===== src/core/ext_irq_cfg.svh =====
/*
 * Constants for the external interrupt and extended mask/priority block:
 * register indices, reset values, bit positions and source numbers.
 * Assumes it is included by its bare name from the package and the module.
 */
`ifndef EXT_IRQ_CFG_SVH
`define EXT_IRQ_CFG_SVH

// Operation
// (RULE1) Enable bit 7 gates port match, bit 6 gates regulator dropout; 1 passes.
// (RULE2) Enable bit 5 gates the LIN controller request; 0 masks it.
// (RULE3) Enable bit 4 gates comparator rising, bit 3 comparator falling requests.
// (RULE4) Enable bit 2 gates every counter array request.
// (RULE5) Enable bit 1 passes conversion done, bit 0 passes window compare.
// (RULE6) Priority bits mirror enable positions; 1 is high; both reset to zero.
// (RULE7) Edge select 1 means edge, 0 level; polarity 0 low, 1 high.
// (RULE8) External pending flags sit at bits 1 and 3 of timer control.
// (RULE9) Edge mode sets pending on the active edge; vectoring clears it.
// (RULE10) Level mode pending simply follows the active level of the input.
// (RULE11) A level source holds its line active until the core recognises it.
// (RULE12) A level source releases before the routine ends, else it requests again.
// (RULE13) Three-bit pin selects: second input bits 6-4, first 2-0; reset 01.
// (RULE14) Config bit 3 is first input polarity, bit 7 the second.
// (RULE15) Pins are sampled without disturbing the crossbar or its peripherals.
// (RULE16) Global enable 0 blocks every source; 1 lets each mask decide.
// (RULE17) High priority wins; within a level the lowest source number wins.
// (RULE18) Selected pins are synchronised before edge or level evaluation.

// Register indices; byte address is four times the index.
`define IDX_TIMER_CTRL   8'h88
`define IDX_BASE_ENABLE  8'hA8
`define IDX_BASE_PRIO    8'hB8
`define IDX_PIN_CONFIG   8'hE4
`define IDX_EXT_ENABLE   8'hE6
`define IDX_EXT_PRIO     8'hF6

// Reset values.
`define RST_PIN_CONFIG   8'h01
`define RST_ZERO8        8'h00
`define RST_ZERO32       32'h0000_0000

// Timer control bit positions.
`define TC_A_EDGE        0
`define TC_A_PEND        1
`define TC_B_EDGE        2
`define TC_B_PEND        3

// Base enable and base priority bit positions.
`define BE_GLOBAL        7
`define BE_EXT_A         0
`define BE_EXT_B         2

// Pin configuration field positions.
`define PC_A_SEL_LSB     0
`define PC_A_POL         3
`define PC_B_SEL_LSB     4
`define PC_B_POL         7
`define PC_SEL_W         3

// Source numbers presented to the core.
`define SRC_EXT_A        4'h0
`define SRC_EXT_B        4'h1
`define SRC_EXT_BASE     2
`define SRC_COUNT        10

`endif


===== src/core/ext_irq_pkg.sv =====
/*
 * Types for the external interrupt and extended mask/priority block.
 * Assumes the constants header is on the include path.
 */
`include "ext_irq_cfg.svh"

package ext_irq_pkg;

    // Setup of one external input.
    typedef struct packed {
        logic                  polarity;
        logic                  edge_mode;
        logic [`PC_SEL_W-1:0]  pin_select;
    } ext_cfg_t;

    // Request presented to the core vectoring logic.
    typedef struct packed {
        logic        valid;
        logic        high;
        logic [3:0]  id;
    } irq_vec_t;

endpackage


===== src/core/ext_irq_ctrl.sv =====
/*
 * External interrupt inputs with polarity, edge/level sensing and pin
 * selection, plus the extended enable and priority banks, an arbiter
 * and an APB register slave.
 * Assumes peripheral flags are on pclk, port pins are asynchronous, and
 * the core acknowledges the source it vectors to with a one-cycle pulse.
 */
`timescale 1ns/1ps

`include "ext_irq_cfg.svh"

module ext_irq_ctrl
    import ext_irq_pkg::*;
#(
    parameter int PIN_COUNT = 8,
    parameter int ADDR_W    = 12
) (
    // Clock and reset.
    input  wire logic               pclk,
    input  wire logic               presetn,
    // APB slave.
    input  wire logic               psel,
    input  wire logic               penable,
    input  wire logic               pwrite,
    input  wire logic [ADDR_W-1:0]  paddr,
    input  wire logic [31:0]        pwdata,
    input  wire logic [3:0]         pstrb,
    output logic [31:0]             prdata,
    output logic                    pready,
    output logic                    pslverr,
    // Port pins, sampled only.
    input  wire logic [PIN_COUNT-1:0] port_pins,
    // Peripheral request flags in extended enable bit order.
    input  wire logic [7:0]         source_flags,
    // Core vectoring handshake.
    input  wire logic               vector_ack,
    input  wire logic [3:0]         vector_id,
    output irq_vec_t                irq_out,
    // Pending flags for observation.
    output logic                    ext_a_pending,
    output logic                    ext_b_pending
);

    // =====================================================================
    // Registers
    // =====================================================================

    logic [7:0]  pin_config;
    logic [7:0]  extended_irq_enable;
    logic [7:0]  extended_irq_priority;
    logic [7:0]  base_enable;
    logic [7:0]  base_prio;
    logic [1:0]  edge_sel;
    logic [1:0]  edge_pend;

    logic [7:0]  reg_index;
    logic        setup_phase;
    logic        wr_take;
    logic        idx_hit;

    // The transfer is answered in its first access cycle.
    assign pready      = 1'b1;
    assign reg_index   = paddr[9:2];
    assign setup_phase = psel & ~penable;
    assign wr_take     = psel & penable & pwrite & pstrb[0] & idx_hit;

    // Decode of mapped indices.
    always_comb begin
        case (reg_index)
            `IDX_TIMER_CTRL,
            `IDX_BASE_ENABLE,
            `IDX_BASE_PRIO,
            `IDX_PIN_CONFIG,
            `IDX_EXT_ENABLE,
            `IDX_EXT_PRIO: idx_hit = (paddr[ADDR_W-1:10] == '0) & (paddr[1:0] == 2'b00);
            default:       idx_hit = 1'b0;
        endcase
    end

    // Pin configuration register.
    always_ff @(posedge pclk or negedge presetn) begin
        if (!presetn) begin
            pin_config <= `RST_PIN_CONFIG; // RULE13
        end else if (wr_take && reg_index == `IDX_PIN_CONFIG) begin
            pin_config <= pwdata[7:0]; // RULE13 RULE14
        end
    end

    // Extended enable register.
    always_ff @(posedge pclk or negedge presetn) begin
        if (!presetn) begin
            extended_irq_enable <= `RST_ZERO8; // RULE6
        end else if (wr_take && reg_index == `IDX_EXT_ENABLE) begin
            extended_irq_enable <= pwdata[7:0];
        end
    end

    // Extended priority register.
    always_ff @(posedge pclk or negedge presetn) begin
        if (!presetn) begin
            extended_irq_priority <= `RST_ZERO8; // RULE6
        end else if (wr_take && reg_index == `IDX_EXT_PRIO) begin
            extended_irq_priority <= pwdata[7:0]; // RULE6
        end
    end

    // Global and external-input enables.
    always_ff @(posedge pclk or negedge presetn) begin
        if (!presetn) begin
            base_enable <= `RST_ZERO8;
        end else if (wr_take && reg_index == `IDX_BASE_ENABLE) begin
            base_enable <= pwdata[7:0];
        end
    end

    // External-input priorities.
    always_ff @(posedge pclk or negedge presetn) begin
        if (!presetn) begin
            base_prio <= `RST_ZERO8;
        end else if (wr_take && reg_index == `IDX_BASE_PRIO) begin
            base_prio <= pwdata[7:0];
        end
    end

    // Edge or level selection bits in timer control.
    always_ff @(posedge pclk or negedge presetn) begin
        if (!presetn) begin
            edge_sel <= 2'b00;
        end else if (wr_take && reg_index == `IDX_TIMER_CTRL) begin
            edge_sel[0] <= pwdata[`TC_A_EDGE]; // RULE7
            edge_sel[1] <= pwdata[`TC_B_EDGE]; // RULE7
        end
    end

    // =====================================================================
    // Pin synchronisers
    // =====================================================================

    logic [PIN_COUNT-1:0] sync1;
    logic [PIN_COUNT-1:0] sync2;
    logic [PIN_COUNT-1:0] sync3;
    logic [PIN_COUNT-1:0] pin_clean;

    // Each pin passes three flops; a change counts when the last two agree.
    // Only an input path exists, so crossbar users of the pin are untouched.
    genvar gp;
    generate
        for (gp = 0; gp < PIN_COUNT; gp++) begin : g_pin
            always_ff @(posedge pclk or negedge presetn) begin
                if (!presetn) begin
                    sync1[gp]     <= 1'b0;
                    sync2[gp]     <= 1'b0;
                    sync3[gp]     <= 1'b0;
                    pin_clean[gp] <= 1'b0;
                end else begin
                    sync1[gp] <= port_pins[gp]; // RULE15 RULE18
                    sync2[gp] <= sync1[gp];
                    sync3[gp] <= sync2[gp];
                    if (sync2[gp] == sync3[gp]) begin
                        pin_clean[gp] <= sync3[gp]; // RULE18
                    end
                end
            end
        end
    endgenerate

    // =====================================================================
    // External inputs
    // =====================================================================

    ext_cfg_t [1:0] ext_cfg;
    logic     [1:0] ext_active;
    logic     [1:0] ext_prev;
    logic     [1:0] ext_rise;
    logic     [1:0] ext_flag;
    logic     [1:0] ack_clear;
    logic     [1:0] sw_pend;

    // Per-input setup gathered from the registers.
    assign ext_cfg[0] = '{polarity:   pin_config[`PC_A_POL],
                          edge_mode:  edge_sel[0],
                          pin_select: pin_config[`PC_A_SEL_LSB +: `PC_SEL_W]};
    assign ext_cfg[1] = '{polarity:   pin_config[`PC_B_POL],
                          edge_mode:  edge_sel[1],
                          pin_select: pin_config[`PC_B_SEL_LSB +: `PC_SEL_W]};

    assign ack_clear[0] = vector_ack & (vector_id == `SRC_EXT_A);
    assign ack_clear[1] = vector_ack & (vector_id == `SRC_EXT_B);
    assign sw_pend[0]   = pwdata[`TC_A_PEND];
    assign sw_pend[1]   = pwdata[`TC_B_PEND];

    genvar ge;
    generate
        for (ge = 0; ge < 2; ge++) begin : g_ext
            // Active when the selected pin matches the polarity bit.
            assign ext_active[ge] =
                ~(pin_clean[ext_cfg[ge].pin_select] ^ ext_cfg[ge].polarity); // RULE7 RULE13 RULE14
            assign ext_rise[ge] = ext_active[ge] & ~ext_prev[ge];

            // Previous active level for edge detection.
            always_ff @(posedge pclk or negedge presetn) begin
                if (!presetn) begin
                    ext_prev[ge] <= 1'b0;
                end else begin
                    ext_prev[ge] <= ext_active[ge];
                end
            end

            // Edge pending: a new edge wins over any clear in the same cycle.
            always_ff @(posedge pclk or negedge presetn) begin
                if (!presetn) begin
                    edge_pend[ge] <= 1'b0;
                end else if (ext_cfg[ge].edge_mode && ext_rise[ge]) begin
                    edge_pend[ge] <= 1'b1; // RULE9
                end else if (ack_clear[ge]) begin
                    edge_pend[ge] <= 1'b0; // RULE9
                end else if (wr_take && reg_index == `IDX_TIMER_CTRL) begin
                    edge_pend[ge] <= sw_pend[ge];
                end
            end

            // Level mode follows the input; edge mode shows the sticky bit.
            assign ext_flag[ge] = ext_cfg[ge].edge_mode ? edge_pend[ge]
                                                        : ext_active[ge]; // RULE10 RULE12
        end
    endgenerate

    // Pending flags shown as registers.
    always_ff @(posedge pclk or negedge presetn) begin
        if (!presetn) begin
            ext_a_pending <= 1'b0;
            ext_b_pending <= 1'b0;
        end else begin
            ext_a_pending <= ext_flag[0];
            ext_b_pending <= ext_flag[1];
        end
    end

    // =====================================================================
    // Masking and arbitration
    // =====================================================================

    logic [`SRC_COUNT-1:0] req_vec;
    logic [`SRC_COUNT-1:0] prio_vec;
    logic [`SRC_COUNT-1:0] en_vec;
    irq_vec_t              next_irq;
    logic                  found_high;
    logic                  found_low;

    // Extended sources keep their enable bit order after the two inputs.
    assign en_vec = {extended_irq_enable,                   // RULE1 RULE2 RULE3 RULE4 RULE5
                     base_enable[`BE_EXT_B], base_enable[`BE_EXT_A]};
    assign prio_vec = {extended_irq_priority,               // RULE6
                       base_prio[`BE_EXT_B], base_prio[`BE_EXT_A]};
    assign req_vec = {source_flags, ext_flag} & en_vec
                   & {`SRC_COUNT{base_enable[`BE_GLOBAL]}};  // RULE16

    // High level first, then low; lowest number within a level.
    always_comb begin
        next_irq   = '0;
        found_high = 1'b0;
        found_low  = 1'b0;
        for (int i = 0; i < `SRC_COUNT; i++) begin
            if (req_vec[i] && prio_vec[i] && !found_high) begin
                found_high = 1'b1;
                next_irq.id = 4'(i); // RULE17
            end
        end
        for (int i = 0; i < `SRC_COUNT; i++) begin
            if (req_vec[i] && !prio_vec[i] && !found_high && !found_low) begin
                found_low = 1'b1;
                next_irq.id = 4'(i); // RULE17
            end
        end
        next_irq.valid = found_high | found_low;
        next_irq.high  = found_high;
    end

    // Registered request to the core; a level source must hold meanwhile.
    always_ff @(posedge pclk or negedge presetn) begin
        if (!presetn) begin
            irq_out <= '0;
        end else begin
            irq_out <= next_irq; // RULE11
        end
    end

    // =====================================================================
    // Read path
    // =====================================================================

    logic [7:0] read_byte;
    logic [7:0] timer_view;

    // Timer control view: edge selects and pending flags in place.
    always_comb begin
        timer_view = `RST_ZERO8;
        timer_view[`TC_A_EDGE] = edge_sel[0];
        timer_view[`TC_A_PEND] = ext_flag[0]; // RULE8
        timer_view[`TC_B_EDGE] = edge_sel[1];
        timer_view[`TC_B_PEND] = ext_flag[1]; // RULE8
    end

    // Register select for reads.
    always_comb begin
        case (reg_index)
            `IDX_TIMER_CTRL:  read_byte = timer_view;
            `IDX_BASE_ENABLE: read_byte = base_enable;
            `IDX_BASE_PRIO:   read_byte = base_prio;
            `IDX_PIN_CONFIG:  read_byte = pin_config;
            `IDX_EXT_ENABLE:  read_byte = extended_irq_enable;
            `IDX_EXT_PRIO:    read_byte = extended_irq_priority;
            default:          read_byte = `RST_ZERO8;
        endcase
    end

    // Read data and error are captured in the setup cycle.
    always_ff @(posedge pclk or negedge presetn) begin
        if (!presetn) begin
            prdata  <= `RST_ZERO32;
            pslverr <= 1'b0;
        end else if (setup_phase) begin
            prdata  <= idx_hit ? {24'h00_0000, read_byte} : `RST_ZERO32;
            pslverr <= ~idx_hit;
        end
    end

endmodule


===== config.mk =====
export PLATFORM = sky130hd
export DESIGN_NAME = ext_irq_ctrl
export DESIGN_NICKNAME = d
export VERILOG_FILES = /design/src/core/ext_irq_pkg.sv /design/src/core/ext_irq_ctrl.sv
export VERILOG_INCLUDE_DIRS = /design/src /design/src/core
export SDC_FILE = /design/constraint.sdc
export NUM_CORES = 1
export LEC_CHECK = 0
export BUFFER_PORTS_ARGS = -buffer_cell sky130_fd_sc_hd__buf_2
export CELL_PAD_IN_SITES_DETAIL_PLACEMENT = 1
export CELL_PAD_IN_SITES_GLOBAL_PLACEMENT = 1
export CORE_ASPECT_RATIO = 0.8
export CORE_UTILIZATION = 37
export DETAILED_ROUTE_END_ITERATION = 6
export HOLD_SLACK_MARGIN = 0.06
export PLACE_DENSITY = 0.81
export SKIP_CTS_REPAIR_TIMING = 1
export SYNTH_ARGS = -nofsm -noshare
export SYNTH_HDL_FRONTEND = slang
export SYNTH_SLANG_ARGS = --single-unit

===== constraint.sdc =====
create_clock -name pclk -period 2.89 [get_ports pclk]
set_clock_uncertainty 0.05 [all_clocks]
set_input_delay 0 -clock pclk [delete_from_list [all_inputs] [get_ports pclk]]
set_output_delay 0 -clock pclk [all_outputs]
set_load 0.1 [all_outputs]

# Word-level counts from Yosys, hierarchy flattened
# Cells that the tools add are included.
word_totals:
  regBits: 119
  mem_count: 0
  output_inout_bits: 42
  mem_bits_rw: 0
  rom_bits: 0
  latchBits: 0
  in_bits: 74
op_classes:
  div: 0
  add_sub_neg: 0
  n_mul: 0
  n_mux: 54
  shift: 0
  n_bitwise: 21
  magnitude_cmp: 2
  n_eq_ne: 15
  n_reduce_logical: 91
ops:
  columns: ["operator", "count"]
  rows:
  - ["two-way mux 4 bit", 18]
  - ["logical AND 1 bit", 56]
  - ["== test 8 bit, second input constant", 6]
  - ["one-hot mux 8 bit (6 select lines)", 1]
  - ["two-way mux 1 bit", 32]
  - ["zero test 1 bit", 29]
  - ["AND 10 bit", 2]
  - ["AND 1 bit", 10]
  - ["== test 1 bit", 8]
  - ["less-than comparator 3 x 4 -> 1 bit, second input constant", 2]
  - ["two-way mux 8 bit", 1]
  - ["binary-select mux 1 bit (select 3 bit)", 2]
  - ["NOT 1 bit", 6]
  - ["nonzero test 3 bit", 2]
  - ["OR reduction 6 bit", 1]
  - ["== test 4 x 1 -> 1 bit, second input constant", 1]
  - ["zero test 2 bit", 2]
  - ["zero test 4 bit", 1]
  - ["bitwise XOR 1 bit", 2]
  - ["bitwise OR 1 bit", 1]

# Depth between registers and ports, before layout
logic_depth:
  word_depth: 67
  depth_mapped: 9

# Worst setup path after synthesis
# Ideal clock, no wire load.
synth_path:
  kind: "register to register"
  startpoint: "reg pin_config[0]"
  endpoint: "reg irq_out[0] (netlist name)"
  setup_slack_ps: 191
  t_arrival_ps: 2567
  period_less_slack_ps: 2699
  stages_incl_launch_ff: 8
  setup_time_ps: 82
  path_cell_list: "dfstp_2 -> mux4_1 -> mux2i_1 -> xnor2_1 -> nor3_1 -> or3b_4 -> or4_1 -> a31oi_1"
synth_lines:
  columns: ["element", "line_no", "source"]
  rows:
  - ["start: declaration", "ext_irq_ctrl.sv:48", "logic [7:0] pin_config;"]
  - ["start signal: assignment", "ext_irq_ctrl.sv:83", "pin_config <= `RST_PIN_CONFIG;"]
  - ["start signal: assignment", "ext_irq_ctrl.sv:85", "pin_config <= pwdata[7:0];"]
  - ["end signal: assignment", "ext_irq_ctrl.sv:284", "irq_out <= next_irq;"]
  - ["end: declaration", "ext_irq_ctrl.sv:38", "output irq_vec_t irq_out,"]

==> impl_metrics.py <==
metrics = {
    "run_status": {
        "status": "completed",
    },
    "cells_and_area": {
        "antenna_cells": 0,
        "final_cell_mix": "dfrtp_1, buf_2, mux2_2",
        "drive_gt1_share_pct": 30.4,
        "seqCellArea_um2": 2380,
        "area.growth.synth_to_final_pct": 22.1,
        "nets": 542,
        "final_util_pct": 46.5,
        "n_fill_cell": 1268,
        "multi_input_area_um2": 1860,
        "layout_commonest_cell": "dfrtp_1",
    },
    "global_route": {
        "antenna_found_initial": 0,
        "gr-total-overflow": 0,
        "grt_pass1_wl_um": 18200,
        "grt_max_degree": 46,
        "grt_pass1_vias": 3352,
        "grt_usage_pct": 20.0,
    },
    "power": {
        "p_leak_nw": 2.59,
        "power_density_nw_per_um2": 550,
        "peakVddDrop_v": 0.000330,
    },
    "timing": {
        "tightestPinTransition_ps": 623,
        "max_freq_mhz": 361,
        "tns_ps": 0,
        "finalHoldViolCount": 0,
        "setup_slack_ps": 121,
        "rsz0062_at_grt": "no",
        "period_share_pct": 95.8,
        "setup_viol": 0,
        "period_minus_slack_ps": 2770,
        "slew_violations": 0,
        "relSlewSlack_pct": 58.3,
    },
    "synthesis": {
        "yosysTopAreaCellShare_pct": 53.4,
        "ys_ff_latch": 95,
        "yosys-top-cells-area": "dfrtp_1, mux2_2, buf_4",
        "ys_seq_area_share_pct": 54.0,
        "synthesis.area_um2": 4400,
        "synth_simple_gate_area_share_pct": 12.8,
        "synthCells": 373,
        "synth_xor_area_share_pct": 0.199,
        "synth_top_family_by_area": "multiplexers",
        "ys_types": 55,
        "synthAdderAreaFrac_pct": 1.82,
        "synth_edf_count": 0,
        "synth_compound_area_share_pct": 10.8,
        "synth-async-reset-ratio_pct": 100,
        "avgSynthCellArea_um2": 11.8,
        "muxShareOfSynthArea_pct": 14.2,
        "yosys_warnings": 0,
        "synth_area_leader_cell": "dfrtp_1",
        "synth-main-ff-cell": "dfrtp_1",
    },
    "route": {
        "num_vias": 3324,
        "drtPass1Iterations": 4,
        "maxUsedRoutingLayer": "met4",
        "m1WireLength_um": 5140,
        "route.detailed.drc": 0,
        "met3RoutedLength_um": 806,
        "routedWlPerCell_um": 18.4,
        "first_iter_violations": 199,
        "ant_nets": 0,
        "routed-wl-met2_um": 5260,
        "via_per_inst": 5.35,
        "wirelength_um": 11400,
    },
    "clock_network": {
        "cts_tree": "yes",
        "tritoncts_num_sinks": 95,
        "h-tree-depth": 3,
        "clk_pin_slew_ps": 70,
        "root_buffer": "clkbuf_16",
        "cts_buffer_depth": 2,
        "clock_latency_ps": 350,
        "cts_buffers": 9,
    },
    "critical_path": {
        "cp-start-kind": "flop",
        "cp-end-kind": "flop",
        "ff2ff_path_depth": 7,
        "rr_endpoint": "irq_out[0]",
        "r2r-start": "pin_config[0]",
        "worstPathRequired_ps": 3120,
        "worst-endpoint-arrival_ps": 2990,
        "crit_type": "reg -> reg",
        "cp-endpoint": "irq_out[0]",
        "r2r_slack_ps": 120,
        "cp_max_fo": 4,
        "cp-startpoint": "pin_config[0]",
    },
    "min_path": {
        "hp-class": "in -> reg",
        "hold_start": "paddr[0]",
    },
    "floorplanning": {
        "core_um2": 11600,
        "die_area_um2": 12300,
        "initial_utilization_pct": 38.1,
        "floorplan.io_pins": 116,
        "die_x_um": 124,
        "die_h_um": 99.6,
        "rows": 35,
    },
    "run": {
        "cap_violations": 0,
    },
    "placed_design": {
        "gp_congestion": 0.836,
        "dp_hpwl_um": 8600,
        "pre_cts_slack_ps": 32.0,
        "port_buffers": 63,
    },
}
==> metal layers <==
layer | up-vias | GRT usage (%)
met5 | - | 0
met1 | 1691 | 27.5
met3 | 16 | 3.50
met4 | 0 | 8.52
met2 | 99 | 31.3
li1 | 1518 | -
==> worst min path at each step <==
stage	slack (ps)	endpoint	cells after the start
final	70	pslverr	4
after global routing	90	pslverr	4
after CTS	-390	base_prio[6]	1
after detailed placement	-20	base_prio[6]	1
after global placement	-30	base_prio[6]	1
after floorplan	-350	base_enable[0]	0
==> where the power goes <==
| group | internal [W] | switching [W] |
|---|---|---|
| combinational | 0.0000798 | 0.000262 |
| clock | 0.000721 | 0.000501 |
| sequential | 0.00137 | 0.0000235 |
| total | 0.00217 | 0.000786 |
==> cell type report <==
class,count,area share (%)
Clock inverter,4,0.978
Timing Repair Buffer,95,11.5
Multi-Input combinational cell,259,34.5
Sequential cell,95,44.3
Inverter,8,0.559
Tap cell,148,3.45
Clock buffer,12,4.77
==> per-stage QoR <==
| step | instances | hold slack, ps | total power (W) | cell area (um2) |
|---|---|---|---|---|
| after floorplan | 396 | -346 | 0.00166 | 4490 |
| after global placement | 581 | -29.5 | 0.00173 | 4810 |
| after detailed placement | 581 | -22.2 | 0.00173 | 4810 |
| after CTS | 597 | -391 | 0.00295 | 5120 |
| after global routing | 621 | 90.6 | 0.00306 | 5370 |
| final | 621 | 69.2 | 0.00296 | 5370 |
==> cells in the mapped netlist (5+ instances only) <==
library cell and number:
nor2_1 15, nor3_1 6, nand3_1 12, dfrtp_1 94
nand4_1 10, maj3_1 8, buf_4 25, clkbuf_1 5
mux2i_1 6, inv_1 8, a22oi_1 9, a21oi_1 5
nand2b_1 5, mux2_2 44, a31oi_1 5, nand2_1 32
o21ai_0 13, a222oi_1 6
==> critical path: stages (launching register included) <==
cell,delay [ps]
dfstp_2,570
mux4_2,530
mux2i_4,180
xnor2_2,150
nor3_1,110
or3b_4,430
or4_1,520
a31oi_1,170
==> logic make-up after synthesis <==
| family | count (synthesis) |
|---|---|
| buffers and inverters | 42 |
| flip-flops | 95 |
| other | 2 |
| adder cells (fa/ha/maj) | 8 |
| AND/OR/NAND/NOR | 107 |
| AO/OA/AOI/OAI | 65 |
| multiplexers | 53 |
| XOR/XNOR | 1 |
==> flip-flops by register name, indices dropped and copies added, names as in the netlist <==
register / cells
ext_a_pending: 1
sync2: 8
base_enable: 8
extended_irq_priority: 8
base_prio: 8
pin_clean: 8
ext_b_pending: 1
edge_pend: 2
edge_sel: 2
sync1: 8
pin_config: 8
sync3: 8
prdata: 8
extended_irq_enable: 8
irq_out: 6
pslverr: 1
ext_prev: 2
Note: power is estimated with default switching activity, not from simulation.
